`config.mk`:
```
export PLATFORM = sky130hd
export DESIGN_NAME = acip_adc_cfg
export DESIGN_NICKNAME = d
export VERILOG_FILES = /design/src/rtl/acip_pkg.sv /design/src/rtl/acip_adc_cfg.sv
export SDC_FILE = /design/constraint.sdc
export NUM_CORES = 1
export LEC_CHECK = 0
export BUFFER_PORTS_ARGS = -buffer_cell sky130_fd_sc_hd__buf_2
export CORE_ASPECT_RATIO = 1.4
export CORE_MARGIN = 4
export CORE_UTILIZATION = 50
export CTS_BUF_LIST = sky130_fd_sc_hd__clkbuf_4 sky130_fd_sc_hd__clkbuf_8
export CTS_CLUSTER_SIZE = 40
export DETAILED_ROUTE_END_ITERATION = 7
export PLACE_DENSITY = 0.79
export SKIP_CTS_REPAIR_TIMING = 1
export SLEW_MARGIN = 0
export SYNTH_ARGS = -nofsm -noshare
export SYNTH_HDL_FRONTEND = slang
export SYNTH_SLANG_ARGS = --single-unit
```
`constraint.sdc`:
```
create_clock -name ref_clk -period 2.5 [get_ports ref_clk]
set_clock_uncertainty 0.1 [all_clocks]
set_input_delay 0.5 -clock ref_clk [delete_from_list [all_inputs] [get_ports ref_clk]]
set_output_delay 0.5 -clock ref_clk [all_outputs]
set_load 0.005 [all_outputs]
```
`src/rtl/acip_pkg.sv`:
```
// acip_pkg: register map, field layout, codes and counts of the adc input/reference/clock select block
package acip_pkg;

   // ==========================================================
   // register byte offsets
   localparam logic [7:0] CHAN_OFS = 8'h00;
   localparam logic [7:0] REF_OFS  = 8'h04;
   localparam logic [7:0] CLK_OFS  = 8'h08;
   localparam logic [7:0] CONV_OFS = 8'h0c;
   localparam logic [7:0] STAT_OFS = 8'h10;

   // ==========================================================
   // field positions
   localparam int unsigned CHAN_W      = 6;
   localparam int unsigned PREF_LSB    = 0;
   localparam int unsigned PREF_W      = 3;
   localparam int unsigned NREF_BIT    = 4;
   localparam int unsigned CSRC_BIT    = 0;
   localparam int unsigned DIV_LSB     = 8;
   localparam int unsigned DIV_W       = 6;
   localparam int unsigned GO_BIT      = 0;
   localparam int unsigned BUSY_BIT    = 0;
   localparam int unsigned DONE_BIT    = 1;
   localparam int unsigned ACTSRC_BIT  = 2;
   localparam int unsigned HALF_LSB    = 8;

   // ==========================================================
   // values after reset
   localparam logic [5:0] RST_CHAN = 6'h00;
   localparam logic [2:0] RST_PREF = 3'h0;
   localparam logic       RST_NREF = 1'h0;
   localparam logic       RST_CSRC = 1'h0;
   localparam logic [5:0] RST_DIV  = 6'h00;

   // ==========================================================
   // channel and reference codes
   localparam logic [5:0] CH_LAST_PIN = 6'h22;
   localparam logic [5:0] CH_GND      = 6'h3c;
   localparam logic [5:0] CH_TEMP     = 6'h3d;
   localparam logic [5:0] CH_DAC      = 6'h3e;
   localparam logic [5:0] CH_FVR      = 6'h3f;
   localparam int unsigned MAX_PINS   = 35;
   localparam int unsigned ROUTE_W    = 39;
   localparam int unsigned RT_GND     = 35;
   localparam int unsigned RT_TEMP    = 36;
   localparam int unsigned RT_DAC     = 37;
   localparam int unsigned RT_FVR     = 38;

   localparam logic [2:0] PREF_VDD   = 3'h0;
   localparam logic [2:0] PREF_PIN   = 3'h1;
   localparam logic [2:0] PREF_FVR1  = 3'h2;
   localparam logic [2:0] PREF_FVR2  = 3'h3;
   localparam logic [2:0] PREF_FVR4  = 3'h4;
   localparam int unsigned PREF_SRCS = 5;

   // ==========================================================
   // conversion timing: 11.5 periods counted in half periods
   localparam logic [4:0] CONV_HALVES = 5'h17;
   localparam logic [4:0] FIRST_BIT_H = 5'h03;
   localparam logic [4:0] LAST_BIT_H  = 5'h15;

   typedef enum logic [2:0]
   {
      ACIP_IDLE = 3'b001,
      ACIP_WAIT = 3'b010,
      ACIP_CONV = 3'b100
   } acip_state_t;

endpackage

```
`src/rtl/acip_adc_cfg.sv`:
```
// acip_adc_cfg: channel, reference and conversion clock selection of a 10-bit sar adc, apb slave
`timescale 1ns/100ps
`default_nettype none

module acip_adc_cfg
   import acip_pkg::*;
#(
   parameter int unsigned NUM_PORT_PINS = 35
)
(
   input  wire logic                ref_clk,
   input  wire logic                rst_n,
   input  wire logic                clk_en,
   input  wire logic [7:0]          paddr,
   input  wire logic                psel,
   input  wire logic                penable,
   input  wire logic                pwrite,
   input  wire logic [31:0]         pwdata,
   output logic      [31:0]         prdata,
   output logic                     pready,
   output logic                     pslverr,
   input  wire logic                rc_half_tick,
   output logic      [ROUTE_W-1:0]  sh_route,
   output logic      [PREF_SRCS-1:0] pos_ref_route,
   output logic                     neg_ref_is_pin,
   output logic                     conv_clk,
   output logic                     conv_half_tick,
   output logic                     bit_strobe,
   output logic                     conv_busy
);

   // ==========================================================
   // elaboration checks
   if (NUM_PORT_PINS < 1 || NUM_PORT_PINS > MAX_PINS)
   begin : g_bad_pins
      $error("NUM_PORT_PINS must lie in 1..35");
   end

   // ==========================================================
   // decode functions
   function automatic logic [ROUTE_W-1:0] route_decode(input logic [5:0] code);
      logic [ROUTE_W-1:0] r;
      r = '0;
      case (code)
         CH_FVR:  r[RT_FVR]  = 1'b1;
         CH_DAC:  r[RT_DAC]  = 1'b1;
         CH_TEMP: r[RT_TEMP] = 1'b1;
         CH_GND:  r[RT_GND]  = 1'b1;
         default:
         begin
            if (code <= CH_LAST_PIN && 32'(code) < NUM_PORT_PINS)
               r[code] = 1'b1;
         end
      endcase
      return r;
   endfunction

   function automatic logic [PREF_SRCS-1:0] pref_decode(input logic [2:0] code);
      logic [PREF_SRCS-1:0] r;
      r = '0;
      if (code < 3'(PREF_SRCS))
         r[code] = 1'b1;
      return r;
   endfunction

   // ==========================================================
   // software-visible registers
   logic [5:0]  chan_ff;
   logic [2:0]  pref_ff;
   logic        nref_ff;
   logic        csrc_ff;
   logic [5:0]  div_ff;
   logic        done_ff;
   logic        wr_acc;
   logic        rd_acc;
   logic        known_ofs;
   acip_state_t state_ff;
   logic [4:0]  half_cnt_ff;

   assign known_ofs = (paddr == CHAN_OFS) || (paddr == REF_OFS) || (paddr == CLK_OFS)
                      || (paddr == CONV_OFS) || (paddr == STAT_OFS);
   // writes land only at the edge that completes the transfer, when pready is seen high
   assign wr_acc = psel && penable && pready && pwrite && known_ofs;
   assign rd_acc = psel && penable && !pready && !pwrite;

   always_ff @(posedge ref_clk or negedge rst_n)
   begin
      if (!rst_n)
      begin
         chan_ff <= RST_CHAN;
         pref_ff <= RST_PREF;
         nref_ff <= RST_NREF;
         csrc_ff <= RST_CSRC;
         div_ff  <= RST_DIV;
      end
      else if (clk_en && wr_acc)
      begin
         if (paddr == CHAN_OFS)
            chan_ff <= pwdata[CHAN_W-1:0];
         if (paddr == REF_OFS)
         begin
            pref_ff <= pwdata[PREF_LSB +: PREF_W];
            nref_ff <= pwdata[NREF_BIT];
         end
         if (paddr == CLK_OFS)
         begin
            csrc_ff <= pwdata[CSRC_BIT];
            div_ff  <= pwdata[DIV_LSB +: DIV_W];
         end
      end
   end

   always_ff @(posedge ref_clk or negedge rst_n)
   begin
      if (!rst_n)
      begin
         pready  <= 1'b0;
         pslverr <= 1'b0;
         prdata  <= '0;
      end
      else if (clk_en)
      begin
         pready  <= psel && penable && !pready;
         pslverr <= psel && penable && !pready && !known_ofs;
         if (rd_acc)
         begin
            prdata <= '0;
            case (paddr)
               CHAN_OFS: prdata[CHAN_W-1:0] <= chan_ff;
               REF_OFS:
               begin
                  prdata[PREF_LSB +: PREF_W] <= pref_ff;
                  prdata[NREF_BIT]           <= nref_ff;
               end
               CLK_OFS:
               begin
                  prdata[CSRC_BIT]         <= csrc_ff;
                  prdata[DIV_LSB +: DIV_W] <= div_ff;
               end
               CONV_OFS: prdata[GO_BIT] <= (state_ff != ACIP_IDLE);
               STAT_OFS:
               begin
                  prdata[BUSY_BIT]          <= (state_ff != ACIP_IDLE);
                  prdata[DONE_BIT]          <= done_ff;
                  prdata[ACTSRC_BIT]        <= csrc_ff;
                  prdata[HALF_LSB +: 5]     <= half_cnt_ff;
               end
               default: prdata <= '0;
            endcase
         end
      end
   end

   // ==========================================================
   // conversion clock generation
   logic [5:0] div_cnt_ff;
   logic       half_tick;

   // divided source: half period is code+1 cycles, so the full period is 2*(code+1)
   assign half_tick = csrc_ff ? rc_half_tick : (div_cnt_ff == div_ff);

   always_ff @(posedge ref_clk or negedge rst_n)
   begin
      if (!rst_n)
         div_cnt_ff <= '0;
      else if (clk_en)
      begin
         // restart on a divider or source write so the new rate starts cleanly
         if (csrc_ff || half_tick || (wr_acc && paddr == CLK_OFS))
            div_cnt_ff <= '0;
         else
            div_cnt_ff <= div_cnt_ff + 6'h01;
      end
   end

   always_ff @(posedge ref_clk or negedge rst_n)
   begin
      if (!rst_n)
      begin
         conv_clk       <= 1'b0;
         conv_half_tick <= 1'b0;
      end
      else if (clk_en)
      begin
         conv_half_tick <= half_tick;
         if (half_tick)
            conv_clk <= !conv_clk;
      end
   end

   // ==========================================================
   // analog selections, applied every cycle, or only on rc ticks when the rc source is selected
   logic apply_cfg;

   // the rc source only updates selections on its own ticks, so writes lag
   assign apply_cfg = csrc_ff ? rc_half_tick : 1'b1;

   always_ff @(posedge ref_clk or negedge rst_n)
   begin
      if (!rst_n)
      begin
         sh_route       <= '0;
         pos_ref_route  <= '0;
         neg_ref_is_pin <= 1'b0;
      end
      else if (clk_en && apply_cfg)
      begin
         sh_route       <= route_decode(chan_ff);
         pos_ref_route  <= pref_decode(pref_ff);
         neg_ref_is_pin <= nref_ff;
      end
   end

   // ==========================================================
   // conversion sequencer
   logic go_wr;
   logic stop_wr;
   logic conv_end;

   assign go_wr    = wr_acc && (paddr == CONV_OFS) && pwdata[GO_BIT];
   assign stop_wr  = wr_acc && (paddr == CONV_OFS) && !pwdata[GO_BIT];
   assign conv_end = (state_ff == ACIP_CONV) && half_tick && (half_cnt_ff == CONV_HALVES - 5'h01);

   always_ff @(posedge ref_clk or negedge rst_n)
   begin
      if (!rst_n)
      begin
         state_ff    <= ACIP_IDLE;
         half_cnt_ff <= '0;
      end
      else if (clk_en)
      begin
         case (state_ff)
            ACIP_IDLE:
            begin
               half_cnt_ff <= '0;
               if (go_wr)
                  state_ff <= ACIP_WAIT;
            end
            ACIP_WAIT:
            begin
               // align the start to a conversion clock edge
               if (stop_wr)
                  state_ff <= ACIP_IDLE;
               else if (half_tick)
                  state_ff <= ACIP_CONV;
            end
            ACIP_CONV:
            begin
               if (stop_wr || conv_end)
                  state_ff <= ACIP_IDLE;
               if (half_tick)
                  half_cnt_ff <= half_cnt_ff + 5'h01;
            end
            default: state_ff <= ACIP_IDLE;
         endcase
      end
   end

   // done is sticky; a completion in the clearing cycle wins
   always_ff @(posedge ref_clk or negedge rst_n)
   begin
      if (!rst_n)
         done_ff <= 1'b0;
      else if (clk_en)
      begin
         if (conv_end)
            done_ff <= 1'b1;
         else if (wr_acc && paddr == STAT_OFS && pwdata[DONE_BIT])
            done_ff <= 1'b0;
      end
   end

   always_ff @(posedge ref_clk or negedge rst_n)
   begin
      if (!rst_n)
      begin
         bit_strobe <= 1'b0;
         conv_busy  <= 1'b0;
      end
      else if (clk_en)
      begin
         // one decision per full period after the first sampling period
         bit_strobe <= (state_ff == ACIP_CONV) && half_tick && half_cnt_ff[0]
                       && (half_cnt_ff >= FIRST_BIT_H) && (half_cnt_ff <= LAST_BIT_H);
         conv_busy  <= (state_ff == ACIP_CONV) && !conv_end && !stop_wr;
      end
   end

   // ==========================================================
   // checks
   chk_route_onehot: assert property (@(posedge ref_clk) disable iff (!rst_n)
      $onehot0(sh_route)) else $error("more than one source routed");

   chk_route_fvr: assert property (@(posedge ref_clk) disable iff (!rst_n)
      (rst_n && clk_en && apply_cfg && chan_ff == CH_FVR) |=> sh_route[RT_FVR]) else $error("fvr not routed");

   chk_route_resv: assert property (@(posedge ref_clk) disable iff (!rst_n)
      (rst_n && clk_en && apply_cfg && chan_ff > CH_LAST_PIN && chan_ff < CH_GND) |=> (sh_route == '0))
      else $error("reserved code routed a source");

   chk_route_pin: assert property (@(posedge ref_clk) disable iff (!rst_n)
      (rst_n && clk_en && apply_cfg && chan_ff <= CH_LAST_PIN && 32'(chan_ff) < NUM_PORT_PINS)
      |=> sh_route[$past(chan_ff)]) else $error("pin not routed");

   chk_pref_map: assert property (@(posedge ref_clk) disable iff (!rst_n)
      (rst_n && clk_en && apply_cfg && pref_ff == PREF_FVR4) |=> pos_ref_route[4] && $onehot(pos_ref_route))
      else $error("positive reference wrong");

   chk_nref_follow: assert property (@(posedge ref_clk) disable iff (!rst_n)
      (rst_n && clk_en && apply_cfg) |=> (neg_ref_is_pin == $past(nref_ff))) else $error("negative reference lag");

   chk_div_period: assert property (@(posedge ref_clk) disable iff (!rst_n)
      (rst_n && clk_en && !csrc_ff && div_ff == 6'h00 && half_tick && !(wr_acc && paddr == CLK_OFS))
      ##1 (clk_en && !csrc_ff && $stable(div_ff)) |-> half_tick) else $error("divide by 2 wrong");

   chk_rc_source: assert property (@(posedge ref_clk) disable iff (!rst_n)
      (rst_n && clk_en && csrc_ff) |=> (conv_half_tick == $past(rc_half_tick))) else $error("rc clock not used");

   chk_conv_len: assert property (@(posedge ref_clk) disable iff (!rst_n)
      (clk_en && state_ff == ACIP_CONV && half_tick && half_cnt_ff == 5'h16) |=> (state_ff == ACIP_IDLE) && done_ff)
      else $error("conversion not 11.5 periods");

   chk_bit_odd: assert property (@(posedge ref_clk) disable iff (!rst_n)
      bit_strobe |-> $past(half_cnt_ff[0]) && $past(state_ff == ACIP_CONV)) else $error("bit strobe misplaced");

endmodule

`default_nettype wire

```
==> flow_metrics.tcl, run 1 <==
set metrics [dict create \
    measured_slew_at_the_worst_slew_check_pin_ps 589 \
    clock_pin_slew_reported_for_the_worst_setup_and_hold_paths_after_clock_tree_synthesis_ps 90 \
    slew-limit-headroom_pct 60.4 \
    routed_wirelength_mm 10.7 \
    finalSetupViolCount 0 \
    synth_compound_area_share_pct 12.8 \
    holdCritPathClass "in -> async" \
    yosysSeqAreaShare_pct 52.3 \
    final_antenna_net_count 0 \
    relative_area_change_from_synthesis_to_final_layout_pct 16.7 \
    layout.cell_area.non_filler_um2 5310 \
    fraction_of_layout_instances_using_a_drive_strength_above_1_pct 28.6 \
    syn-cell-area_um2 4550 \
    routed-via-count 3603 \
    timing.hold.ws_ps 1.26 \
    reg2reg_from "div_cnt_ff[3]" \
    floorplan.initialDensity_pct 52.2 \
    numCtsBuffers 9 \
    clk_latency_ps 370 \
    final_global_route_overflow_total 0 \
    power_density_relative_to_cell_area_nw_per_um2 600 \
    yosys.cell_types.count 62 \
    post-synth-top-area-fraction_pct 51.7 \
    design.core.area_um2 8710 \
    critPathBufInv 0 \
    die_area_um2 10700 \
    ys_dominant_reg_cell "sky130_fd_sc_hd__dfrtp_1" \
    min_period_over_period_pct 87.8 \
    cts_max_path_buffers 2 \
    placed_area_um2 5050 \
    grt_antenna_before_repair 0 \
    place_inst 631 \
    ys_seq_elements 95 \
    chipHeight_um 121 \
    power.ir.vdd_worst_v 0.000459 \
    setup.worst_path.end_class "flip-flop" \
    post_synth_and_or_nand_nor_area_fraction_pct 19.0 \
    avgSynthCellArea_um2 10.2 \
    total_leakage_power_nw 2.65 \
    path_max_fanout 5 \
    antenna-diode-count 0 \
    cpPeakStageDelay_ps 570 \
    multi_input_comb_area_um2 1920 \
    synth-edff-count 0 \
    critical_path_arrival_ps 2380 \
    fmax_mhz 456 \
    nNetsFinal 588 \
    setup.worst_path.start_class "flip-flop" \
    crit_path_cell_trace "xor2_1 > nor4_2 > a21oi_1 > or3_1 > a211oi_1" \
    cts_num_sinks 95 \
    arithmetic_cell_share_of_the_synthesized_area_counting_full_adders_half_adders_and_majority_gates_pct 1.10 \
    grt_max_degree 57 \
    run_status "complete, no violations" \
    total_power_w 0.00318 \
    fp-row-count 40 \
    cts_max_level 3 \
    yosys.area_share.xor_xnor_pct 1.93 \
    route.detailed.vias_per_inst 5.57 \
    cell_type_with_the_largest_total_area_after_synthesis "sky130_fd_sc_hd__dfrtp_1" \
    finalHoldViolations 0 \
    critical_path.startpoint "div_cnt_ff[3]" \
    stdcell_count 647 \
    drv_cap 0 \
    combinational_family_with_the_most_area_after_synthesis "simple AND/OR/NAND/NOR gates" \
    postSynth.asyncResetShare_pct 100 \
    timing.setup.critical_path_class "reg -> reg" \
    synth.area.top_cells "sky130_fd_sc_hd__dfrtp_1 52%, sky130_fd_sc_hd__nand2_1 6.0%, sky130_fd_sc_hd__o21ai_0 5.8%, sky130_fd_sc_hd__buf_4 3.3%, sky130_fd_sc_hd__mux2_2 2.7%" \
    clock_tree_from_tritoncts "yes" \
    detailed_place_hpwl_mm 8.03 \
    crit_required_ps 2680 \
    setup_repair_after_global_routing_missed_its_margin "no" \
    grt_pass1_vias 3515 \
    crit_slowest_cell "sky130_fd_sc_hd__nor4_2" \
    track_usage_pct 20.8 \
    boundaryPins 130 \
    synth_mux_area_share_pct 5.42 \
    buffer_ports.inserted 89 \
    die-width_um 88.6 \
    seq_area_um2 2380 \
    cts_root_buf "sky130_fd_sc_hd__clkbuf_8" \
    yosysWarnings 0 \
    final_period_minus_worst_setup_slack_ps 2190 \
    cpLargestDelayFamily "simple AND/OR/NAND/NOR gates" \
    routed_wire_length_per_instance_um 16.5 \
    synthesis.instances 445 \
    gp_routability_congestion 0.861 \
    drtPass1Iterations 5 \
    fin_setup_tns_ps 0 \
    total_drc_errors_in_the_routed_layout 0 \
    first_iter_violations 206 \
    grt_pass1_wl_mm 16.9 \
    slew_violations 0 \
    fillers 753 \
]
-- final timing paths --
check / end / slack (ps) / cells after the start
max: state_ff[1] / 310 / 5
min reg2reg: prdata[3] / 370 / 2
min in group ref_clk: div_ff[1] / 250 / 2
min: sh_route[23] / 1 / 1
max in group asynchronous: prdata[0] / 1640 / 2
max reg2reg: state_ff[1] / 310 / 5
-- cell families after synthesis --
group | Yosys count
fa+ha+maj | 4
simple gates | 170
flops | 95
compound gates | 93
xor+xnor | 10
mux | 19
buf+inv | 53
other cells | 1
-- layout make-up --
type / instances / area share, %
Tap cell: 105 / 2.48
Inverter: 12 / 0.849
Sequential cell: 95 / 44.8
Clock buffer: 11 / 2.85
Clock inverter: 5 / 1.96
Timing Repair Buffer: 103 / 10.9
Multi-Input combinational cell: 316 / 36.2
-- report_power, final --
part | switching (W) | internal, W | leakage (nW)
registers | 0.0000446 | 0.00159 | 1.29
logic | 0.000171 | 0.000123 | 1.23
clock network | 0.000532 | 0.000719 | 0.130
-- synth_stat cells (all sizes together) (7+ instances only) --
cell and instances:
o21ai 53, clkbuf 15, inv 12, a221oi 7, buf 26, or3 7
xor2 7, dfrtp 94, nor2 30, nand2 73, nand3 15, mux2 17
-- flip-flops by register name, indices dropped and copies added (netlist names), 3 cells and up --
register and cells:
half_cnt_ff 5, pos_ref_route 5, div_cnt_ff 6, div_ff 6, prdata 12, state_ff 3, chan_ff 6, sh_route 39
pref_ff 3
-- cell usage in the layout (no fill, tap or decap), drive strengths merged, types with 5 or more instances in the layout --
master	n
nand3b	5
nand3	15
dfrtp	94
o21ai	53
nand2	73
conb	20
a21oi	5
mux2	17
nor3	6
clkbuf	11
nor2	30
or2	6
xor2	7
or3	7
a221oi	7
buf	103
inv	12
-- per-layer routing --
layer,up-vias,wire (um),share of wire (%),global-route usage (%)
met2,121,5710,53,35.4
met4,0,323,3.0,12.1
li1,1699,-,-,-
met1,1762,4040,38,24.1
met5,-,0,0,0
met3,21,620,5.8,3.20
-- per-stage QoR --
step                util [%]  worst slack, ps
floorplan                  -              200
global placement        58.0              145
detailed placement      58.0             88.6
CTS                     60.9              318
global route            60.9              179
finish                  60.9              306
-- worst reg2reg max path: cells and delay by family (launching register included) --
family	cells	cell delay, ps
and+or+nand+nor	2	970
AOI/OAI and AO/OA	2	430
DFF	1	430
xor gates and xnor gates	1	170
(Power assumes the default switching activity.)
==> run 2: changes to the inputs <==
- BUFFER_PORTS_ARGS: -buffer_cell sky130_fd_sc_hd__buf_2 -> unset
- DONT_BUFFER_PORTS: unset -> 1
- PLACE_DENSITY: 0.79 -> 0.67
==> flow_metrics.tcl, run 2 (same netlist as run 1, synthesis figures left out) <==
set metrics [dict create \
    run_status "complete, but fails checks" \
    violations "hold timing" \
    setup_repair_after_global_routing_missed_its_margin "no" \
    buffer_ports.inserted 0 \
    drtPass1Iterations 5 \
    total_leakage_power_nw 2.17 \
    gp_routability_congestion 0.853 \
    power_density_relative_to_cell_area_nw_per_um2 595 \
    cts_max_path_buffers 2 \
    clock_pin_slew_reported_for_the_worst_setup_and_hold_paths_after_clock_tree_synthesis_ps 80 \
    design.core.area_um2 8710 \
    clkPwrFrac_pct 35.8 \
    clk_latency_ps 360 \
    die-width_um 88.6 \
    total_drc_errors_in_the_routed_layout 0 \
    slew-limit-headroom_pct 62.2 \
    setup.worst_path.end_class "flip-flop" \
    largest-register "sh_route" \
    holdCritPathClass "in -> async" \
    grt_max_degree 96 \
    largest_regs "sh_route (39), prdata (12)" \
    crit_required_ps 2650 \
    first_iter_violations 180 \
    die_area_um2 10700 \
    floorplan.initialDensity_pct 52.2 \
    critical_path_arrival_ps 2300 \
    mostFrequentLayoutCells "94 x sky130_fd_sc_hd__dfrtp_1, 73 x sky130_fd_sc_hd__nand2_1, 52 x sky130_fd_sc_hd__o21ai_0" \
    leading_cell_type_in_the_layout_fill_and_taps_excluded "sky130_fd_sc_hd__dfrtp_1" \
    grt_pass1_wl_mm 16.3 \
    nNetsFinal 497 \
    fin_setup_tns_ps 0 \
    fraction_of_layout_instances_using_a_drive_strength_above_1_pct 14.2 \
    clock_tree_from_tritoncts "yes" \
    finalHoldViolations 95 \
    drv_cap 0 \
    track_usage_pct 19.9 \
    relative_area_change_from_synthesis_to_final_layout_pct 4.98 \
    final_period_minus_worst_setup_slack_ps 2150 \
    power.ir.vdd_worst_v 0.000322 \
    min_period_over_period_pct 86.0 \
    routed-via-count 3228 \
    fillers 792 \
    route.detailed.vias_per_inst 5.81 \
    measured_slew_at_the_worst_slew_check_pin_ps 565 \
    detailed_place_hpwl_mm 7.69 \
    timing.setup.critical_path_class "reg -> reg" \
    internal_power_w 0.00218 \
    final_antenna_net_count 0 \
    timing.hold.ws_ps -279 \
    cts_root_buf "sky130_fd_sc_hd__clkbuf_8" \
    antenna-diode-count 0 \
    power_share_of_the_combinational_group_pct 6.0 \
    seq_power_share_pct 58.2 \
    grt_antenna_before_repair 0 \
    numCtsBuffers 9 \
    boundaryPins 130 \
    finalSetupViolCount 0 \
    fp-row-count 40 \
    slew_violations 0 \
    chipHeight_um 121 \
    routed_wirelength_mm 10.4 \
    setup.worst_path.start_class "flip-flop" \
    routed_wire_length_per_instance_um 18.7 \
    power.net_switching_w 0.000662 \
    path_max_fanout 8 \
    final_global_route_overflow_total 0 \
    largest_reg_flops 39 \
    cts_num_sinks 95 \
    grt_pass1_vias 3232 \
    cts_max_level 3 \
    fmax_mhz 465 \
    p_sw_share_pct 23.3 \
]
run 2: path summary, 6_finish.rpt:
path,start,to,slack [ps],cells after the start
max,state_ff[0],prdata[0],350,4
min,rst_n,sh_route[22],-280,0
max reg2reg,state_ff[0],prdata[0],350,4
min reg2reg,done_ff,done_ff,400,2
max in group asynchronous,rst_n,state_ff[0],2360,0
min in group ref_clk,clk_en,div_cnt_ff[5],120,1
run 2: area by class of cell:
cell class,count,area (um^2),area share (%)
clock inverters,4,45.0,0.943
inverters,12,45.0,0.943
flip-flops and latches,95,2380,49.8
clock buffers,12,153,3.20
repair buffers,12,103,2.15
multi-input cells,316,1920,40.2
well taps,105,131,2.75
run 2: power by group through the flow:
stage	logic (W)	registers (W)	clock network [W]
2_1_floorplan	0.000165	0.00166	0
3_3_place_gp	0.000166	0.00168	0
3_5_place_dp	0.000169	0.00169	0
4_1_cts	0.000170	0.00166	0.00104
5_1_grt	0.000191	0.00166	0.00110
6_report	0.000170	0.00165	0.00102
run 2: per-stage QoR:
stage | setup WS [ps] | instance area [um^2] | util (%) | instances | power, W
global route | 230 | 4770 | 54.8 | 556 | 0.00296
floorplan | 200 | 4620 | - | 464 | 0.00183
detailed placement | 145 | 4580 | 52.6 | 540 | 0.00186
finish | 351 | 4770 | 54.8 | 556 | 0.00284
CTS | 331 | 4770 | 54.8 | 556 | 0.00287
global placement | 176 | 4580 | 52.6 | 540 | 0.00185
run 2: layer usage:
metal | track usage [%] | up-vias | share of wire (%)
li1 | - | 1518 | -
met1 | 21.8 | 1600 | 36
met2 | 36.1 | 95 | 56
met3 | 5.04 | 15 | 6.4
met4 | 7.28 | 0 | 1.6
met5 | 0 | - | 0
run 2: critical path, cell delays in order, from the launching register on:
cell and delay [ps]:
sky130_fd_sc_hd__dfstp_2 610, sky130_fd_sc_hd__or3b_2 510, sky130_fd_sc_hd__mux4_2 480, sky130_fd_sc_hd__a221oi_1 270, sky130_fd_sc_hd__nor2_1 70
